===== src/hdl/hdlc_tx_defs.svh =====
`ifndef HDLC_TX_DEFS_SVH
`define HDLC_TX_DEFS_SVH
`define OFS_TX_CONFIG 8'h18
`define OFS_PRIORITY 8'h1C
`define OFS_SP_MOD 8'h40
`define OFS_TI_MOD 8'h44
`define OFS_TX_STATUS 8'h48
`define OFS_TX_DATA 8'h4C
`define PAGE_SP_PAT 4'h2
`define PAGE_TI_PAT 4'h3
`define RST_TX_CONFIG 8'h10
`define RST_ZERO 8'h00
`define CFG_FILL_MSB 7
`define CFG_FILL_LSB 5
`define CFG_FILL_SEL 4
`define CFG_TRANSP 3
`define CFG_ABORT 2
`define CFG_MANFCS 1
`define CFG_INIT 0
`define PRI_FORCE 0
`define DATA_LAST 8
`define SP_EXT_ZERO 2'h1
`define SP_EXT_63 2'h2
`define SP_EXT_ANY 2'h3
`define TI_EXT_OFF 2'h0
`define TI_EXT_BCAST 2'h2
`define TI_EXT_ANY 2'h3
`define SAPI_ZERO 6'h00
`define SAPI_63 6'h3F
`define TEI_BCAST 7'h7F
`define BYTE_FLAG 8'h7E
`define BYTE_ONES 8'hFF
`define BYTE_ABORT 8'h7F
`define CRC_INIT 16'hFFFF
`define CRC_POLY 16'h8408
`define CLK_PERIOD_NS 100
`define INIT_TIME_NS 400
`define INIT_CYCLES ((`INIT_TIME_NS + `CLK_PERIOD_NS - 1) / `CLK_PERIOD_NS)
`define FIFO_AW 6
`define FIFO_DEPTH 64
`endif


===== src/hdl/hdlc_tx_pkg.sv =====
package hdlc_tx_pkg;
    typedef enum logic [6:0] {
        ST_INIT = 7'h01,
        ST_IDLE = 7'h02,
        ST_DATA = 7'h04,
        ST_FCS_LO = 7'h08,
        ST_FCS_HI = 7'h10,
        ST_CLOSE = 7'h20,
        ST_FILL = 7'h40
    } tx_state_t;
    typedef struct packed {
        logic [5:0] sapi;
        logic cr;
        logic [6:0] tei;
    } frame_addr_t;
    typedef struct packed {
        logic last;
        logic [7:0] data;
    } fifo_word_t;
    typedef struct packed {
        logic [7:0] data;
        logic noStuff;
    } line_byte_t;
endpackage


===== src/hdl/tx_fifo_mem.sv =====
`timescale 1ns/100ps
`include "hdlc_tx_defs.svh"

module tx_fifo_mem (
    input wire logic ref_clk,
    input wire logic wrEn,
    input wire logic [`FIFO_AW-1:0] wrAddr,
    input wire hdlc_tx_pkg::fifo_word_t wrData,
    input wire logic [`FIFO_AW-1:0] rdAddr,
    output hdlc_tx_pkg::fifo_word_t rdData_q
);
    hdlc_tx_pkg::fifo_word_t mem [`FIFO_DEPTH];

    // Write-first bypass, so a byte pushed into an empty FIFO is seen at once.
    always_ff @(posedge ref_clk) begin
        if (wrEn) begin
            mem[wrAddr] <= wrData;
        end
        rdData_q <= (wrEn && wrAddr == rdAddr) ? wrData : mem[rdAddr];
    end
endmodule


===== src/hdl/hdlc_tx_config_addr_extend.sv =====
// Chosen here: the Avalon-MM interface to the registers.
`timescale 1ns/100ps
`include "hdlc_tx_defs.svh"

module hdlc_tx_config_addr_extend (
    input wire logic ref_clk,
    input wire logic srst,
    input wire logic [7:0] address,
    input wire logic read,
    input wire logic write,
    input wire logic [31:0] writedata,
    input wire logic [3:0] byteenable,
    output logic [31:0] readdata,
    output logic waitrequest,
    input wire logic addrValid,
    input wire hdlc_tx_pkg::frame_addr_t frameAddr,
    output logic matchValid,
    output logic passFrame,
    input wire logic byteTick,
    output hdlc_tx_pkg::line_byte_t lineByte
);
    // Reflected CRC-16 over one byte, low bit first as it goes on the line.
    function automatic logic [15:0] crcByte(input logic [15:0] crc,
                                            input logic [7:0] b);
        logic [15:0] c;
        c = crc ^ {8'h00, b};
        for (int i = 0; i < 8; i++) begin
            c = c[0] ? ((c >> 1) ^ `CRC_POLY) : (c >> 1);
        end
        return c;
    endfunction

    // One pattern pair with its two extend fields against a frame address.
    function automatic logic pairMatch(input hdlc_tx_pkg::frame_addr_t a,
                                       input logic [5:0] sp,
                                       input logic [6:0] ti,
                                       input logic [1:0] se,
                                       input logic [1:0] te);
        logic sapiOk;
        logic teiOk;
        sapiOk = (a.sapi == sp) || (se == `SP_EXT_ANY)
            || (se == `SP_EXT_ZERO && a.sapi == `SAPI_ZERO)
            || (se == `SP_EXT_63 && a.sapi == `SAPI_63);
        teiOk = (te != `TI_EXT_OFF) && ((a.tei == ti)
            || (te == `TI_EXT_ANY)
            || (te == `TI_EXT_BCAST && a.tei == `TEI_BCAST));
        return sapiOk && teiOk;
    endfunction

    logic ack_q;
    logic [31:0] readdata_q;
    logic [2:0] fillCount_q;
    logic fillSel_q;
    logic transp_q;
    logic manFcs_q;
    logic abort_q;
    logic init_q;
    logic force_q;
    logic [5:0] spPat_q [4];
    logic [6:0] tiPat_q [4];
    logic [7:0] spExt_q;
    logic [7:0] tiExt_q;
    logic modeTransp_q;
    logic modeMan_q;
    logic matchValid_q;
    logic passFrame_q;
    hdlc_tx_pkg::tx_state_t state_q;
    hdlc_tx_pkg::tx_state_t state_d;
    logic [2:0] initCnt_q;
    logic [2:0] gap_q;
    logic [2:0] gap_d;
    logic [15:0] crc_q;
    logic [15:0] crc_d;
    hdlc_tx_pkg::line_byte_t lineByte_q;
    hdlc_tx_pkg::line_byte_t emit;
    logic pop;
    logic [31:0] rdMux;
    logic [`FIFO_AW-1:0] wrPtr_q;
    logic [`FIFO_AW-1:0] rdPtr_q;
    logic [6:0] level_q;
    logic [6:0] frames_q;
    hdlc_tx_pkg::fifo_word_t head;

    // Bus decode. Each access is answered on the second cycle; a data write
    // into a full FIFO is held off by waitrequest until a byte leaves.
    wire busReq = read | write;
    wire selCfg = address == `OFS_TX_CONFIG;
    wire selPri = address == `OFS_PRIORITY;
    wire selSpMod = address == `OFS_SP_MOD;
    wire selTiMod = address == `OFS_TI_MOD;
    wire selData = address == `OFS_TX_DATA;
    wire selSpPat = address[7:4] == `PAGE_SP_PAT && address[1:0] == 2'h0;
    wire selTiPat = address[7:4] == `PAGE_TI_PAT && address[1:0] == 2'h0;
    wire [1:0] patIdx = address[3:2];
    wire fifoFull = level_q == 7'(`FIFO_DEPTH);
    wire stall = write & selData & fifoFull;
    wire wrDone = write & ack_q & byteenable[0];
    wire cfgWr = wrDone & selCfg;
    wire push = wrDone & selData & ~fifoFull;
    assign waitrequest = busReq & ~ack_q;
    assign readdata = readdata_q;

    // Transmit sequencing terms.
    wire tick = byteTick;
    wire inInit = state_q == hdlc_tx_pkg::ST_INIT;
    wire initDone = inInit && initCnt_q == 3'h0;
    wire startInit = init_q & ~inInit;
    wire inFrame = state_q == hdlc_tx_pkg::ST_DATA
        || state_q == hdlc_tx_pkg::ST_FCS_LO
        || state_q == hdlc_tx_pkg::ST_FCS_HI;
    wire abortTake = abort_q & (tick | inInit);
    wire flush = abortTake | inInit;
    wire flagFill = ~fillSel_q & force_q;
    wire [7:0] fillByte = flagFill ? `BYTE_FLAG : `BYTE_ONES;
    wire sharedFlag = fillCount_q == 3'h0 && force_q && frames_q != 7'h0;
    wire pushLast = push & writedata[`DATA_LAST];
    wire popLast = pop & head.last;
    wire [`FIFO_AW-1:0] rdAddr = pop ? rdPtr_q + 6'h1 : rdPtr_q;

    // Pair decode for the receive side; any of the four pairs accepts.
    wire [3:0] pairHit;
    for (genvar k = 0; k < 4; k++) begin : gPair
        assign pairHit[k] = pairMatch(frameAddr, spPat_q[k], tiPat_q[k],
            spExt_q[2*k+1:2*k], tiExt_q[2*k+1:2*k]);
    end
    assign matchValid = matchValid_q;
    assign passFrame = passFrame_q;
    assign lineByte = lineByte_q;

    tx_fifo_mem uMem (
        .ref_clk(ref_clk),
        .wrEn(push),
        .wrAddr(wrPtr_q),
        .wrData({writedata[`DATA_LAST], writedata[7:0]}),
        .rdAddr(rdAddr),
        .rdData_q(head)
    );

    // Read multiplexer; unmapped addresses read as zero.
    always_comb begin
        rdMux = 32'h0000_0000;
        if (selCfg) begin
            rdMux[7:0] = {fillCount_q, fillSel_q, transp_q, abort_q,
                          manFcs_q, init_q};
        end else if (selPri) begin
            rdMux[`PRI_FORCE] = force_q;
        end else if (selSpMod) begin
            rdMux[7:0] = spExt_q;
        end else if (selTiMod) begin
            rdMux[7:0] = tiExt_q;
        end else if (selSpPat) begin
            rdMux[5:0] = spPat_q[patIdx];
        end else if (selTiPat) begin
            rdMux[6:0] = tiPat_q[patIdx];
        end else if (address == `OFS_TX_STATUS) begin
            rdMux[17:0] = {frames_q, level_q, fifoFull,
                           level_q == 7'h0, inFrame, inInit};
        end
    end

    // Bus handshake and read data capture in the cycle before the answer.
    always_ff @(posedge ref_clk) begin
        if (srst) begin
            ack_q <= 1'b0;
            readdata_q <= 32'h0000_0000;
        end else begin
            ack_q <= busReq & ~ack_q & ~stall;
            readdata_q <= rdMux;
        end
    end

    // Configuration bits. A hardware clear never beats a software set.
    always_ff @(posedge ref_clk) begin
        if (srst) begin
            {fillCount_q, fillSel_q, transp_q} <= 5'(`RST_TX_CONFIG >> 3);
            manFcs_q <= 1'b0;
            abort_q <= 1'b0;
            init_q <= 1'b0;
            force_q <= 1'b0;
        end else begin
            if (cfgWr) begin
                fillCount_q <= writedata[`CFG_FILL_MSB:`CFG_FILL_LSB];
                fillSel_q <= writedata[`CFG_FILL_SEL];
                transp_q <= writedata[`CFG_TRANSP];
                manFcs_q <= writedata[`CFG_MANFCS];
            end
            abort_q <= (cfgWr & writedata[`CFG_ABORT])
                | (abort_q & ~abortTake);
            init_q <= (cfgWr & writedata[`CFG_INIT])
                | (init_q & ~initDone);
            if (wrDone & selPri) begin
                force_q <= writedata[`PRI_FORCE];
            end
        end
    end

    // Address patterns and extend fields; all extends start at 00.
    always_ff @(posedge ref_clk) begin
        if (srst) begin
            spExt_q <= `RST_ZERO;
            tiExt_q <= `RST_ZERO;
            for (int i = 0; i < 4; i++) begin
                spPat_q[i] <= 6'h00;
                tiPat_q[i] <= 7'h00;
            end
        end else if (wrDone) begin
            if (selSpMod) begin
                spExt_q <= writedata[7:0];
            end
            if (selTiMod) begin
                tiExt_q <= writedata[7:0];
            end
            if (selSpPat) begin
                spPat_q[patIdx] <= writedata[5:0];
            end
            if (selTiPat) begin
                tiPat_q[patIdx] <= writedata[6:0];
            end
        end
    end

    // Match result one cycle after the address is offered.
    always_ff @(posedge ref_clk) begin
        if (srst) begin
            matchValid_q <= 1'b0;
            passFrame_q <= 1'b0;
        end else begin
            matchValid_q <= addrValid;
            passFrame_q <= addrValid & (|pairHit);
        end
    end

    // FIFO pointers. A push that meets a flush is lost with the rest.
    always_ff @(posedge ref_clk) begin
        if (srst || flush) begin
            wrPtr_q <= '0;
            rdPtr_q <= '0;
            level_q <= 7'h0;
            frames_q <= 7'h0;
        end else begin
            wrPtr_q <= wrPtr_q + 6'(push);
            rdPtr_q <= rdPtr_q + 6'(pop);
            level_q <= level_q + 7'(push) - 7'(pop);
            frames_q <= frames_q + 7'(pushLast) - 7'(popLast);
        end
    end

    // Transmit sequencer: one line byte decided on each byte tick.
    always_comb begin
        state_d = state_q;
        emit = '{data: fillByte, noStuff: flagFill};
        pop = 1'b0;
        crc_d = crc_q;
        gap_d = gap_q;
        case (state_q)
            hdlc_tx_pkg::ST_INIT: begin
                emit = '{data: `BYTE_ONES, noStuff: 1'b0};
                if (initDone) state_d = hdlc_tx_pkg::ST_IDLE;
            end
            hdlc_tx_pkg::ST_IDLE: begin
                if (tick && modeTransp_q) begin
                    if (level_q != 7'h0) begin
                        pop = 1'b1;
                        emit = '{data: head.data, noStuff: 1'b1};
                    end
                end else if (tick && frames_q != 7'h0) begin
                    emit = '{data: `BYTE_FLAG, noStuff: 1'b1};
                    crc_d = `CRC_INIT;
                    state_d = hdlc_tx_pkg::ST_DATA;
                end
            end
            hdlc_tx_pkg::ST_DATA: begin
                if (tick && abort_q) begin
                    emit = '{data: `BYTE_ABORT, noStuff: 1'b1};
                    state_d = hdlc_tx_pkg::ST_IDLE;
                end else if (tick) begin
                    pop = 1'b1;
                    emit = '{data: head.data, noStuff: 1'b0};
                    crc_d = crcByte(crc_q, head.data);
                    if (head.last) begin
                        state_d = modeMan_q ? hdlc_tx_pkg::ST_CLOSE
                                            : hdlc_tx_pkg::ST_FCS_LO;
                    end
                end
            end
            hdlc_tx_pkg::ST_FCS_LO, hdlc_tx_pkg::ST_FCS_HI: begin
                if (tick && abort_q) begin
                    emit = '{data: `BYTE_ABORT, noStuff: 1'b1};
                    state_d = hdlc_tx_pkg::ST_IDLE;
                end else if (tick) begin
                    emit.noStuff = 1'b0;
                    if (state_q == hdlc_tx_pkg::ST_FCS_LO) begin
                        emit.data = ~crc_q[7:0];
                        state_d = hdlc_tx_pkg::ST_FCS_HI;
                    end else begin
                        emit.data = ~crc_q[15:8];
                        state_d = hdlc_tx_pkg::ST_CLOSE;
                    end
                end
            end
            hdlc_tx_pkg::ST_CLOSE: begin
                if (tick) begin
                    emit = '{data: `BYTE_FLAG, noStuff: 1'b1};
                    if (sharedFlag) begin
                        crc_d = `CRC_INIT;
                        state_d = hdlc_tx_pkg::ST_DATA;
                    end else if (fillCount_q > 3'h1) begin
                        gap_d = fillCount_q - 3'h1;
                        state_d = hdlc_tx_pkg::ST_FILL;
                    end else begin
                        state_d = hdlc_tx_pkg::ST_IDLE;
                    end
                end
            end
            hdlc_tx_pkg::ST_FILL: begin
                if (tick) begin
                    gap_d = gap_q - 3'h1;
                    if (gap_q == 3'h1) state_d = hdlc_tx_pkg::ST_IDLE;
                end
            end
            default: state_d = hdlc_tx_pkg::ST_INIT;
        endcase
        if (startInit) state_d = hdlc_tx_pkg::ST_INIT;
    end

    // Sequencer registers; reset starts a full initialization by itself.
    always_ff @(posedge ref_clk) begin
        if (srst) begin
            state_q <= hdlc_tx_pkg::ST_INIT;
            initCnt_q <= 3'(`INIT_CYCLES - 1);
            gap_q <= 3'h0;
            crc_q <= `CRC_INIT;
            lineByte_q <= '{data: `BYTE_ONES, noStuff: 1'b0};
        end else begin
            state_q <= state_d;
            gap_q <= gap_d;
            crc_q <= crc_d;
            if (tick) lineByte_q <= emit;
            if (startInit) begin
                initCnt_q <= 3'(`INIT_CYCLES - 1);
            end else if (inInit && initCnt_q != 3'h0) begin
                initCnt_q <= initCnt_q - 3'h1;
            end
        end
    end

    // Framing modes only change while initializing, so a frame never
    // switches between framed and transparent halfway through.
    always_ff @(posedge ref_clk) begin
        if (srst) begin
            modeTransp_q <= 1'b0;
            modeMan_q <= 1'b0;
        end else if (inInit) begin
            modeTransp_q <= transp_q;
            modeMan_q <= manFcs_q;
        end
    end

    // Checks on the address match and the transmit sequencer.
    AST_TEI_OFF_REJECTS: assert property (@(posedge ref_clk) disable iff (srst)
        addrValid && tiExt_q == 8'h00 |=> !passFrame)
        else $error("Frame passed with all terminal extends off.");
    AST_NO_MATCH_DROPS: assert property (@(posedge ref_clk) disable iff (srst)
        addrValid && pairHit == 4'h0 |=> matchValid && !passFrame)
        else $error("Unmatched frame was passed.");
    AST_BCAST_TEI: assert property (@(posedge ref_clk) disable iff (srst)
        addrValid && tiExt_q[1:0] == 2'h2 && frameAddr.tei == 7'h7F
        && frameAddr.sapi == spPat_q[0] |=> passFrame)
        else $error("Broadcast terminal id not accepted.");
    AST_ANY_ANY: assert property (@(posedge ref_clk) disable iff (srst)
        addrValid && spExt_q[7:6] == 2'h3 && tiExt_q[7:6] == 2'h3
        |=> passFrame)
        else $error("Open pair three did not accept the frame.");
    AST_FILL_GAP: assert property (@(posedge ref_clk) disable iff (srst)
        state_q == hdlc_tx_pkg::ST_CLOSE && tick && !sharedFlag
        && fillCount_q == 3'h7 && !startInit |=> gap_q == 3'h6)
        else $error("Fill count 7 did not give six fill bytes.");
    AST_SHARED_FLAG: assert property (@(posedge ref_clk) disable iff (srst)
        state_q == hdlc_tx_pkg::ST_CLOSE && tick && sharedFlag
        && !startInit |=> state_q == hdlc_tx_pkg::ST_DATA)
        else $error("Shared flag did not open the next frame.");
    AST_NO_FORCE_NO_SHARE: assert property (@(posedge ref_clk) disable iff (srst)
        state_q == hdlc_tx_pkg::ST_CLOSE && !force_q
        |=> state_q != hdlc_tx_pkg::ST_DATA)
        else $error("Shared flag used without the force bit.");
    AST_FILL_ONES: assert property (@(posedge ref_clk) disable iff (srst)
        state_q == hdlc_tx_pkg::ST_FILL && tick && (fillSel_q || !force_q)
        |=> lineByte.data == 8'hFF)
        else $error("Fill byte not all ones.");
    AST_ABORT_SENT: assert property (@(posedge ref_clk) disable iff (srst)
        inFrame && tick && abort_q && !startInit && !cfgWr
        |=> lineByte.data == 8'h7F && !abort_q && level_q == 7'h0)
        else $error("Abort did not send abort byte and flush.");
    AST_MANUAL_FCS: assert property (@(posedge ref_clk) disable iff (srst)
        state_q == hdlc_tx_pkg::ST_DATA && tick && !abort_q && head.last
        && modeMan_q && !startInit |=> state_q == hdlc_tx_pkg::ST_CLOSE)
        else $error("Manual FCS mode still appended FCS.");
    AST_INIT_START: assert property (@(posedge ref_clk) disable iff (srst)
        cfgWr && writedata[0] ##1 1'b1 |=> state_q == hdlc_tx_pkg::ST_INIT)
        else $error("Initialize write did not start initialization.");
    AST_INIT_DONE: assert property (@(posedge ref_clk) disable iff (srst)
        $rose(init_q) |-> ##[1:8] !init_q)
        else $error("Initialize bit did not return to zero.");
    AST_POWERUP_INIT: assert property (@(posedge ref_clk)
        $fell(srst) |-> inInit)
        else $error("No initialization after reset.");

    COV_SHARED: cover property (@(posedge ref_clk) disable iff (srst)
        state_q == hdlc_tx_pkg::ST_CLOSE && tick && sharedFlag);
    COV_ABORT: cover property (@(posedge ref_clk) disable iff (srst)
        inFrame && abortTake);
    COV_PASS: cover property (@(posedge ref_clk) disable iff (srst)
        passFrame);
    COV_FILL6: cover property (@(posedge ref_clk) disable iff (srst)
        state_q == hdlc_tx_pkg::ST_FILL && gap_q == 3'h6);
endmodule


===== config.mk =====
export PLATFORM = sky130hd
export DESIGN_NAME = hdlc_tx_config_addr_extend
export DESIGN_NICKNAME = d
export VERILOG_FILES = /design/src/hdl/hdlc_tx_pkg.sv /design/src/hdl/tx_fifo_mem.sv /design/src/hdl/hdlc_tx_config_addr_extend.sv
export VERILOG_INCLUDE_DIRS = /design/src /design/src/hdl
export SDC_FILE = /design/constraint.sdc
export NUM_CORES = 1
export LEC_CHECK = 0
export ABC_AREA = 1
export BUFFER_PORTS_ARGS = -buffer_cell sky130_fd_sc_hd__buf_2
export CORE_UTILIZATION = 35
export DETAILED_ROUTE_END_ITERATION = 8
export PLACE_DENSITY = 0.53
export SETUP_SLACK_MARGIN = 0.2
export SLEW_MARGIN = 30
export SYNTH_ARGS = -nofsm -noshare
export SYNTH_HDL_FRONTEND = slang
export SYNTH_SLANG_ARGS = --single-unit

===== constraint.sdc =====
create_clock -name ref_clk -period 7.8 [get_ports ref_clk]
set_input_delay 0.39 -clock ref_clk [delete_from_list [all_inputs] [get_ports ref_clk]]
set_output_delay 0.39 -clock ref_clk [all_outputs]
set_load 0.01 [all_outputs]

### Word-level counts from Yosys, hierarchy flattened

Memories as Yosys holds them, arrays and structs flattened. A register that Yosys moved wholly into a read port is not among the register bits.
Cells that the tools add are included.
W data, S select, Z words.

* output and inout port bits: 44
* memories kept: 3
* input port bits: 64
* latch bits: 0
* memory bits (read-only): 0
* flip-flop bits (word level): 126
* logic and storage cells: 311
* memory bits (writable): 628

* $add $sub $neg: 10
* bitwise logic cells: 43
* divide/modulo/power cells: 0
* reduce and logical (&&, ||, !) cells: 77
* multiply operators: 0
* $lt $le $gt $ge: 1
* eq/ne operators: 61
* shift operators: 0
* multiplexer cells: 89

Memories
* uMem.mem: words 64, width 9, read ports 1, clocked after Yosys merged registers in 1, write ports 1, RTL line tx_fifo_mem.sv:12 `` hdlc_tx_pkg::fifo_word_t mem [`FIFO_DEPTH]; ``
* tiPat_q: words 4, width 7, read ports 5, clocked after Yosys merged registers in 0, write ports 4, RTL line hdlc_tx_config_addr_extend.sv:60 `logic [6:0] tiPat_q [4];`
* spPat_q: words 4, width 6, read ports 5, clocked after Yosys merged registers in 0, write ports 4, RTL line hdlc_tx_config_addr_extend.sv:59 `logic [5:0] spPat_q [4];`

Operator list (number)
* $mux W16: 14
* $mux W7: 21
* $mux W18: 7
* $pmux W16 S3: 1
* $mux W9: 5
* $pmux W9 S5: 1
* $pmux W7 S6: 1
* $mux W8: 5
* $eq A2 B2 Y1 const B: 16
* $eq A8 B7 Y1 const B: 4
* $mux W6: 5
* $logic_and A1 B1 Y1: 29
* $eq A7 B7 Y1: 4
* $eq A6 B6 Y1: 4
* $not A2 Y3: 8
* $logic_or A1 B1 Y1: 23
* $eq A7 B7 Y1 const B: 3
* $and A1 B1 Y1: 20
* $ne A2 B2 Y1 const B: 10
* $mux W1: 19
* $eq A8 B5 Y1 const B: 2
* $not A8 Y8: 2
* $xor A16 B8 Y16: 1
* $add A7 B1 Y7: 2
* 42 further kinds: 74

### Logic depth before layout (Yosys ltp)

* depth in word-level cells: 21
* gate-level depth with buffers: 24
* gate-level depth less buffers: 23

### Cells and area by module

From an unflattened synthesis, not the netlist that was laid out.

* cell total of the unflattened synthesis: 3361
* area total of the unflattened synthesis: 33347.0 um^2

By module, submodules not included
* tx_fifo_mem: instances 1, area each 23739.0 um^2, cells an instance 2013
* hdlc_tx_config_addr_extend: instances 1, area each 9608.0 um^2, cells an instance 1348

### Worst setup path after synthesis

No wires, ideal clock.

* path kind: reg-to-reg
* start: register with a tool-made name
* end: register frames_q[6]
* arrival: 3.211 ns
* stages on the path, launching flop included: 23
* setup slack: 4.519 ns
* period minus slack after synthesis: 3.281 ns
* setup time: 0.071 ns
* path through: dfxtp_1 > buf_4 > inv_4 > buf_4 > buf_2 > o21ai_0 > o22ai_1 > o21ai_0 > o21ai_0 > o211ai_2 > a21oi_1 > ha_1 > inv_1 > ha_1 > fa_1 > a21oi_1 > nor2_1 > nor2_1 > nor2_1 > nor2_1 > nor2_1 > or3_1 > a21oi_1

RTL lines
* to (signal assigned): RTL line hdlc_tx_config_addr_extend.sv:244 `frames_q <= frames_q + 7'(pushLast) - 7'(popLast);`
* to (decl): RTL line hdlc_tx_config_addr_extend.sv:81 `logic [6:0] frames_q;`

==> impl_summary.md <==
Logic synthesis
The unique cell type count in the Yosys netlist is 53. The mean instance size in the synthesized netlist is 10.2 um2. The share of synthesized area in the top cell type comes to 57.8%. The number of warnings printed during yosys synthesis is 0. The count of flip-flops with a built-in enable after synthesis is 628. Of the synthesized area, sequential elements account for 65.0%. The largest area contributor in the netlist is sky130_fd_sc_hd__edfxtp_1. In the synthesized netlist the async set-or-reset flop fraction comes to 0%.

Counting every instance in the synthesized netlist gives about 3,200. By area the synthesized netlist is led by sky130_fd_sc_hd__edfxtp_1 (58%), sky130_fd_sc_hd__nand2_1 (10%), sky130_fd_sc_hd__nand3_1 (7.9%), sky130_fd_sc_hd__dfxtp_1 (7.2%), sky130_fd_sc_hd__nor2_1 (3.2%). The dominant register cell in the synthesized netlist is sky130_fd_sc_hd__edfxtp_1. The synthesized netlist occupies a cell area of 0.0326 mm2. The synthesized design contains ~750 register bits.

Power
The proportion of power drawn by flip-flops and latches is 49.2%. The combinational group share of total power is 8.8%. The net switching power is 0.00226 W. The portion of total power attributed to the clock network is 42.0%. The power per unit of standard cell area is 246 mW/mm2. The worst-case IR drop observed on VDD is 0.144 mV. Summed over all cells, the static leakage comes to 13.3 nW. The switching part of the total is between 20% and 30%.

The internal power contribution is 0.00674 W.

Placement
Once detailed placement completed, the half-perimeter wirelength came to 54,600 um. The quantity of I/O buffers inserted on ports is 66. The post-place instance area is about 0.034 mm2. In this run, placement finished with an instance count of around 4,400.

The weighted congestion at the end of routability-driven global placement is 0.855.

Critical path
The worst setup path is captured at a flip-flop. STA classifies the critical path startpoint as a flip-flop. Data on the critical path is required at its endpoint by 8.36 ns. Along the worst path, the maximum fanout reaches 58. Data on the critical path arrives at its endpoint at 5.28 ns. The critical path is of the flip-flop to flip-flop type.

STA
The final number of hold-violating endpoints is 0. Setup violations remaining at the end of the flow were counted as 0. The achievable frequency is 0.212 GHz.

The transition time at the pin with the least slew margin is 0.964 ns. Setup repair after global routing left no endpoint under its margin. The worst slack on hold paths is 0.0961 ns. In this run the tightest slew margin relative to its limit is 35.5%. After routing, the total negative slack on setup checks comes to 0 ns. The clock arrives with roughly 0.062 ns of skew. After layout, the minimum clock period comes to 4.73 ns.

The worst path uses 60.6% of the clock period. The final max-slew violation count is 0.

Cells and area
The antenna diode count is 0. After filler insertion, the fill cell instance count of the layout stands at 9,064. The top cell types in the final layout, fill and taps aside, are sky130_fd_sc_hd__nand2_1 (874), sky130_fd_sc_hd__edfxtp_1 (628), sky130_fd_sc_hd__nand3_1 (517).

The final layout contains about 3,300 nets. The final standard cell utilization of the core is 39.9%. The final non-filler cell area is ~0.037 mm2. The library cell used most frequently in the layout, excluding fill and tap cells, is sky130_fd_sc_hd__nand2_1. Relative to the synthesized area, the layout overhead comes to 12.3%. Cells with a size suffix above 1 make up 7.87% of the layout. The number of standard cells in the layout, taps in and fillers out is 4,523.

GRT
The via count of the first global-routing pass is 22,033. The initial antenna violation count is 1. The first global-routing pass estimated 136,000 um of wire. Entering global routing, the biggest net connects 157 pins. The overall global routing resource usage is 18.8%. Global routing finished with a remaining overflow of 0.

Worst hold path
The type of the most critical hold path is input pin to flip-flop. The origin of the worst min-delay path is read.

Flow run
Max-cap violations in this run came to 0.

Die
The I/O pin count is approximately 110. In this run the horizontal extent of the chip is 307 um. The vertical extent of the die is about 310 um. The overall die area is 0.0944 mm2.

The placement row count is 111. For this configuration, the core starts out at a cell density of about 35%. The core region area is a little over 0.09 mm2.

Clock network
The clock insertion delay at the later pin of the skew report is 0.66 ns. Clock tree synthesis selected as its root buffer the cell sky130_fd_sc_hd__clkbuf_16. The number of buffers added by the clock tree synthesis step is 85.

TritonCTS built the clock tree. The post-CTS setup repair buffer count is 0. The number of H-tree levels is 3.

The maximum clock path buffer count is 3. Clock-pin slew was measured on the worst setup and hold paths at 0.06 ns. Counting every sink on the clock net gives 746. The post-cts resize count is 0.

Route
The total number of vias is around 23,000. The number of antenna-violating nets in the routed design is 0. The routed wirelength normalized by instance count is 19.7 um. The routed design has 89,300 um of wire.

The mean number of vias per cell is between 5 and 6. In the routed design, unresolved DRC markers number 0. For this run, the detailed router's first-pass iteration total came to 6. The DRC marker count from the first detailed-route iteration is ~2,000.

Run status
The run finished with clean final reports.
-- cell type report --
type                       count  area, um2  share of cell area [%]
clock inverter                37        390                    1.07
tap                         1243       1560                    4.24
timing repair buffer          97        593                    1.62
inverter                     170        648                    1.77
sequential                   746      21200                    57.9
multi-input combinational   2119       9960                    27.2
clock buffer                 111       2270                    6.18
-- cell families (layout without fill, tap and decap cells) --
logic type | after synthesis | after routing | share of synthesized area, %
AO/OA/AOI/OAI | 276 | 276 | 4.92
XOR/XNOR | 41 | 41 | 1.10
adder cells (fa/ha/maj) | 30 | 30 | 1.20
buffers and inverters | 335 | 415 | 4.62
flip-flops | 746 | 746 | 65.0
other | 1 | 14 | 0.0115
AND/OR/NAND/NOR | 1758 | 1758 | 23.1
-- sequential cells by signal, indices dropped and copies added (netlist names), 8 cells and up, named ones only --
name,flops
crc_q,16
lineByte,9
readdata,18
spExt_q,8
spPat_q,24
tiExt_q,8
tiPat_q,28
uMem.mem,576
-- worst max-delay path: stages, from the launching register on --
cell and delay [ns]:
sky130_fd_sc_hd__dfxtp_4 0.41, sky130_fd_sc_hd__inv_4 0.61, sky130_fd_sc_hd__buf_4 0.44, sky130_fd_sc_hd__o21ai_0 0.15, sky130_fd_sc_hd__o22ai_1 0.17, sky130_fd_sc_hd__nand2_1 0.07, sky130_fd_sc_hd__nand2_1 0.16, sky130_fd_sc_hd__a21oi_1 0.09
sky130_fd_sc_hd__o21ai_0 0.11, sky130_fd_sc_hd__nand3_1 0.27, sky130_fd_sc_hd__a21oi_1 0.37, sky130_fd_sc_hd__ha_1 0.17, sky130_fd_sc_hd__inv_1 0.04, sky130_fd_sc_hd__ha_1 0.20, sky130_fd_sc_hd__fa_1 0.43, sky130_fd_sc_hd__a21oi_1 0.16
sky130_fd_sc_hd__nor2_1 0.07, sky130_fd_sc_hd__nor2_1 0.09, sky130_fd_sc_hd__nor2_1 0.06, sky130_fd_sc_hd__nor2_1 0.08, sky130_fd_sc_hd__nor2_1 0.05, sky130_fd_sc_hd__or3_1 0.30, sky130_fd_sc_hd__a21oi_1 0.12
-- Yosys cell counts, drive strengths merged (3+ instances only) --
library cell,n
a2111oi,4
a211oi,4
a21oi,74
a221oi,4
a22oi,3
a31oi,3
buf,116
clkbuf,49
clkinv,5
dfxtp,118
edfxtp,628
ha,28
inv,165
nand2,879
nand3,522
nand4,18
nor2,284
nor3,28
nor3b,5
nor4,14
o2111ai,5
o211ai,5
o21ai,117
o221ai,9
o22ai,35
o31ai,3
o32ai,5
or2,4
xnor2,18
xor2,23
-- power groups by stage --
stage	Clock, W	Combinational (W)	Sequential, W
4_1_cts	0.00386	0.000800	0.00442
5_1_grt	0.00401	0.000899	0.00443
3_3_place_gp	0	0.000790	0.00451
2_1_floorplan	0	0.000509	0.00450
3_5_place_dp	0	0.000797	0.00451
6_report	0.00378	0.000791	0.00442
-- path summary, 6_finish.rpt --
kind / endpoint / cells past startpoint / slack (ns)
max: frames_q[6] / 22 / 3.07
min: ack_q / 5 / 0.1
max reg2reg: frames_q[6] / 22 / 3.07
min reg2reg: flip-flop / 1 / 0.44
-- stage by stage --
| stage | worst slack, ns | power, W |
|---|---|---|
| after floorplan | 4.52 | 0.00501 |
| after global placement | 3.14 | 0.00530 |
| after detailed placement | 3.12 | 0.00530 |
| after CTS | 3.13 | 0.00908 |
| after global routing | 2.71 | 0.00934 |
| final | 3.07 | 0.00900 |
-- per-layer routing --
layer,wire (um),share of wire (%),track usage (%)
met5,0,0,0
met4,2910,3.3,6.77
met3,4930,5.5,2.96
met2,41600,47,30.5
met1,39800,45,25.5
-- repair_timing --
item | CTS | global route
hold endpoints to repair | 3 | 0
hold buffers | 2 | 0
endpoints found under the setup margin | 0 | 0
Power figures use the tool's default switching activity.
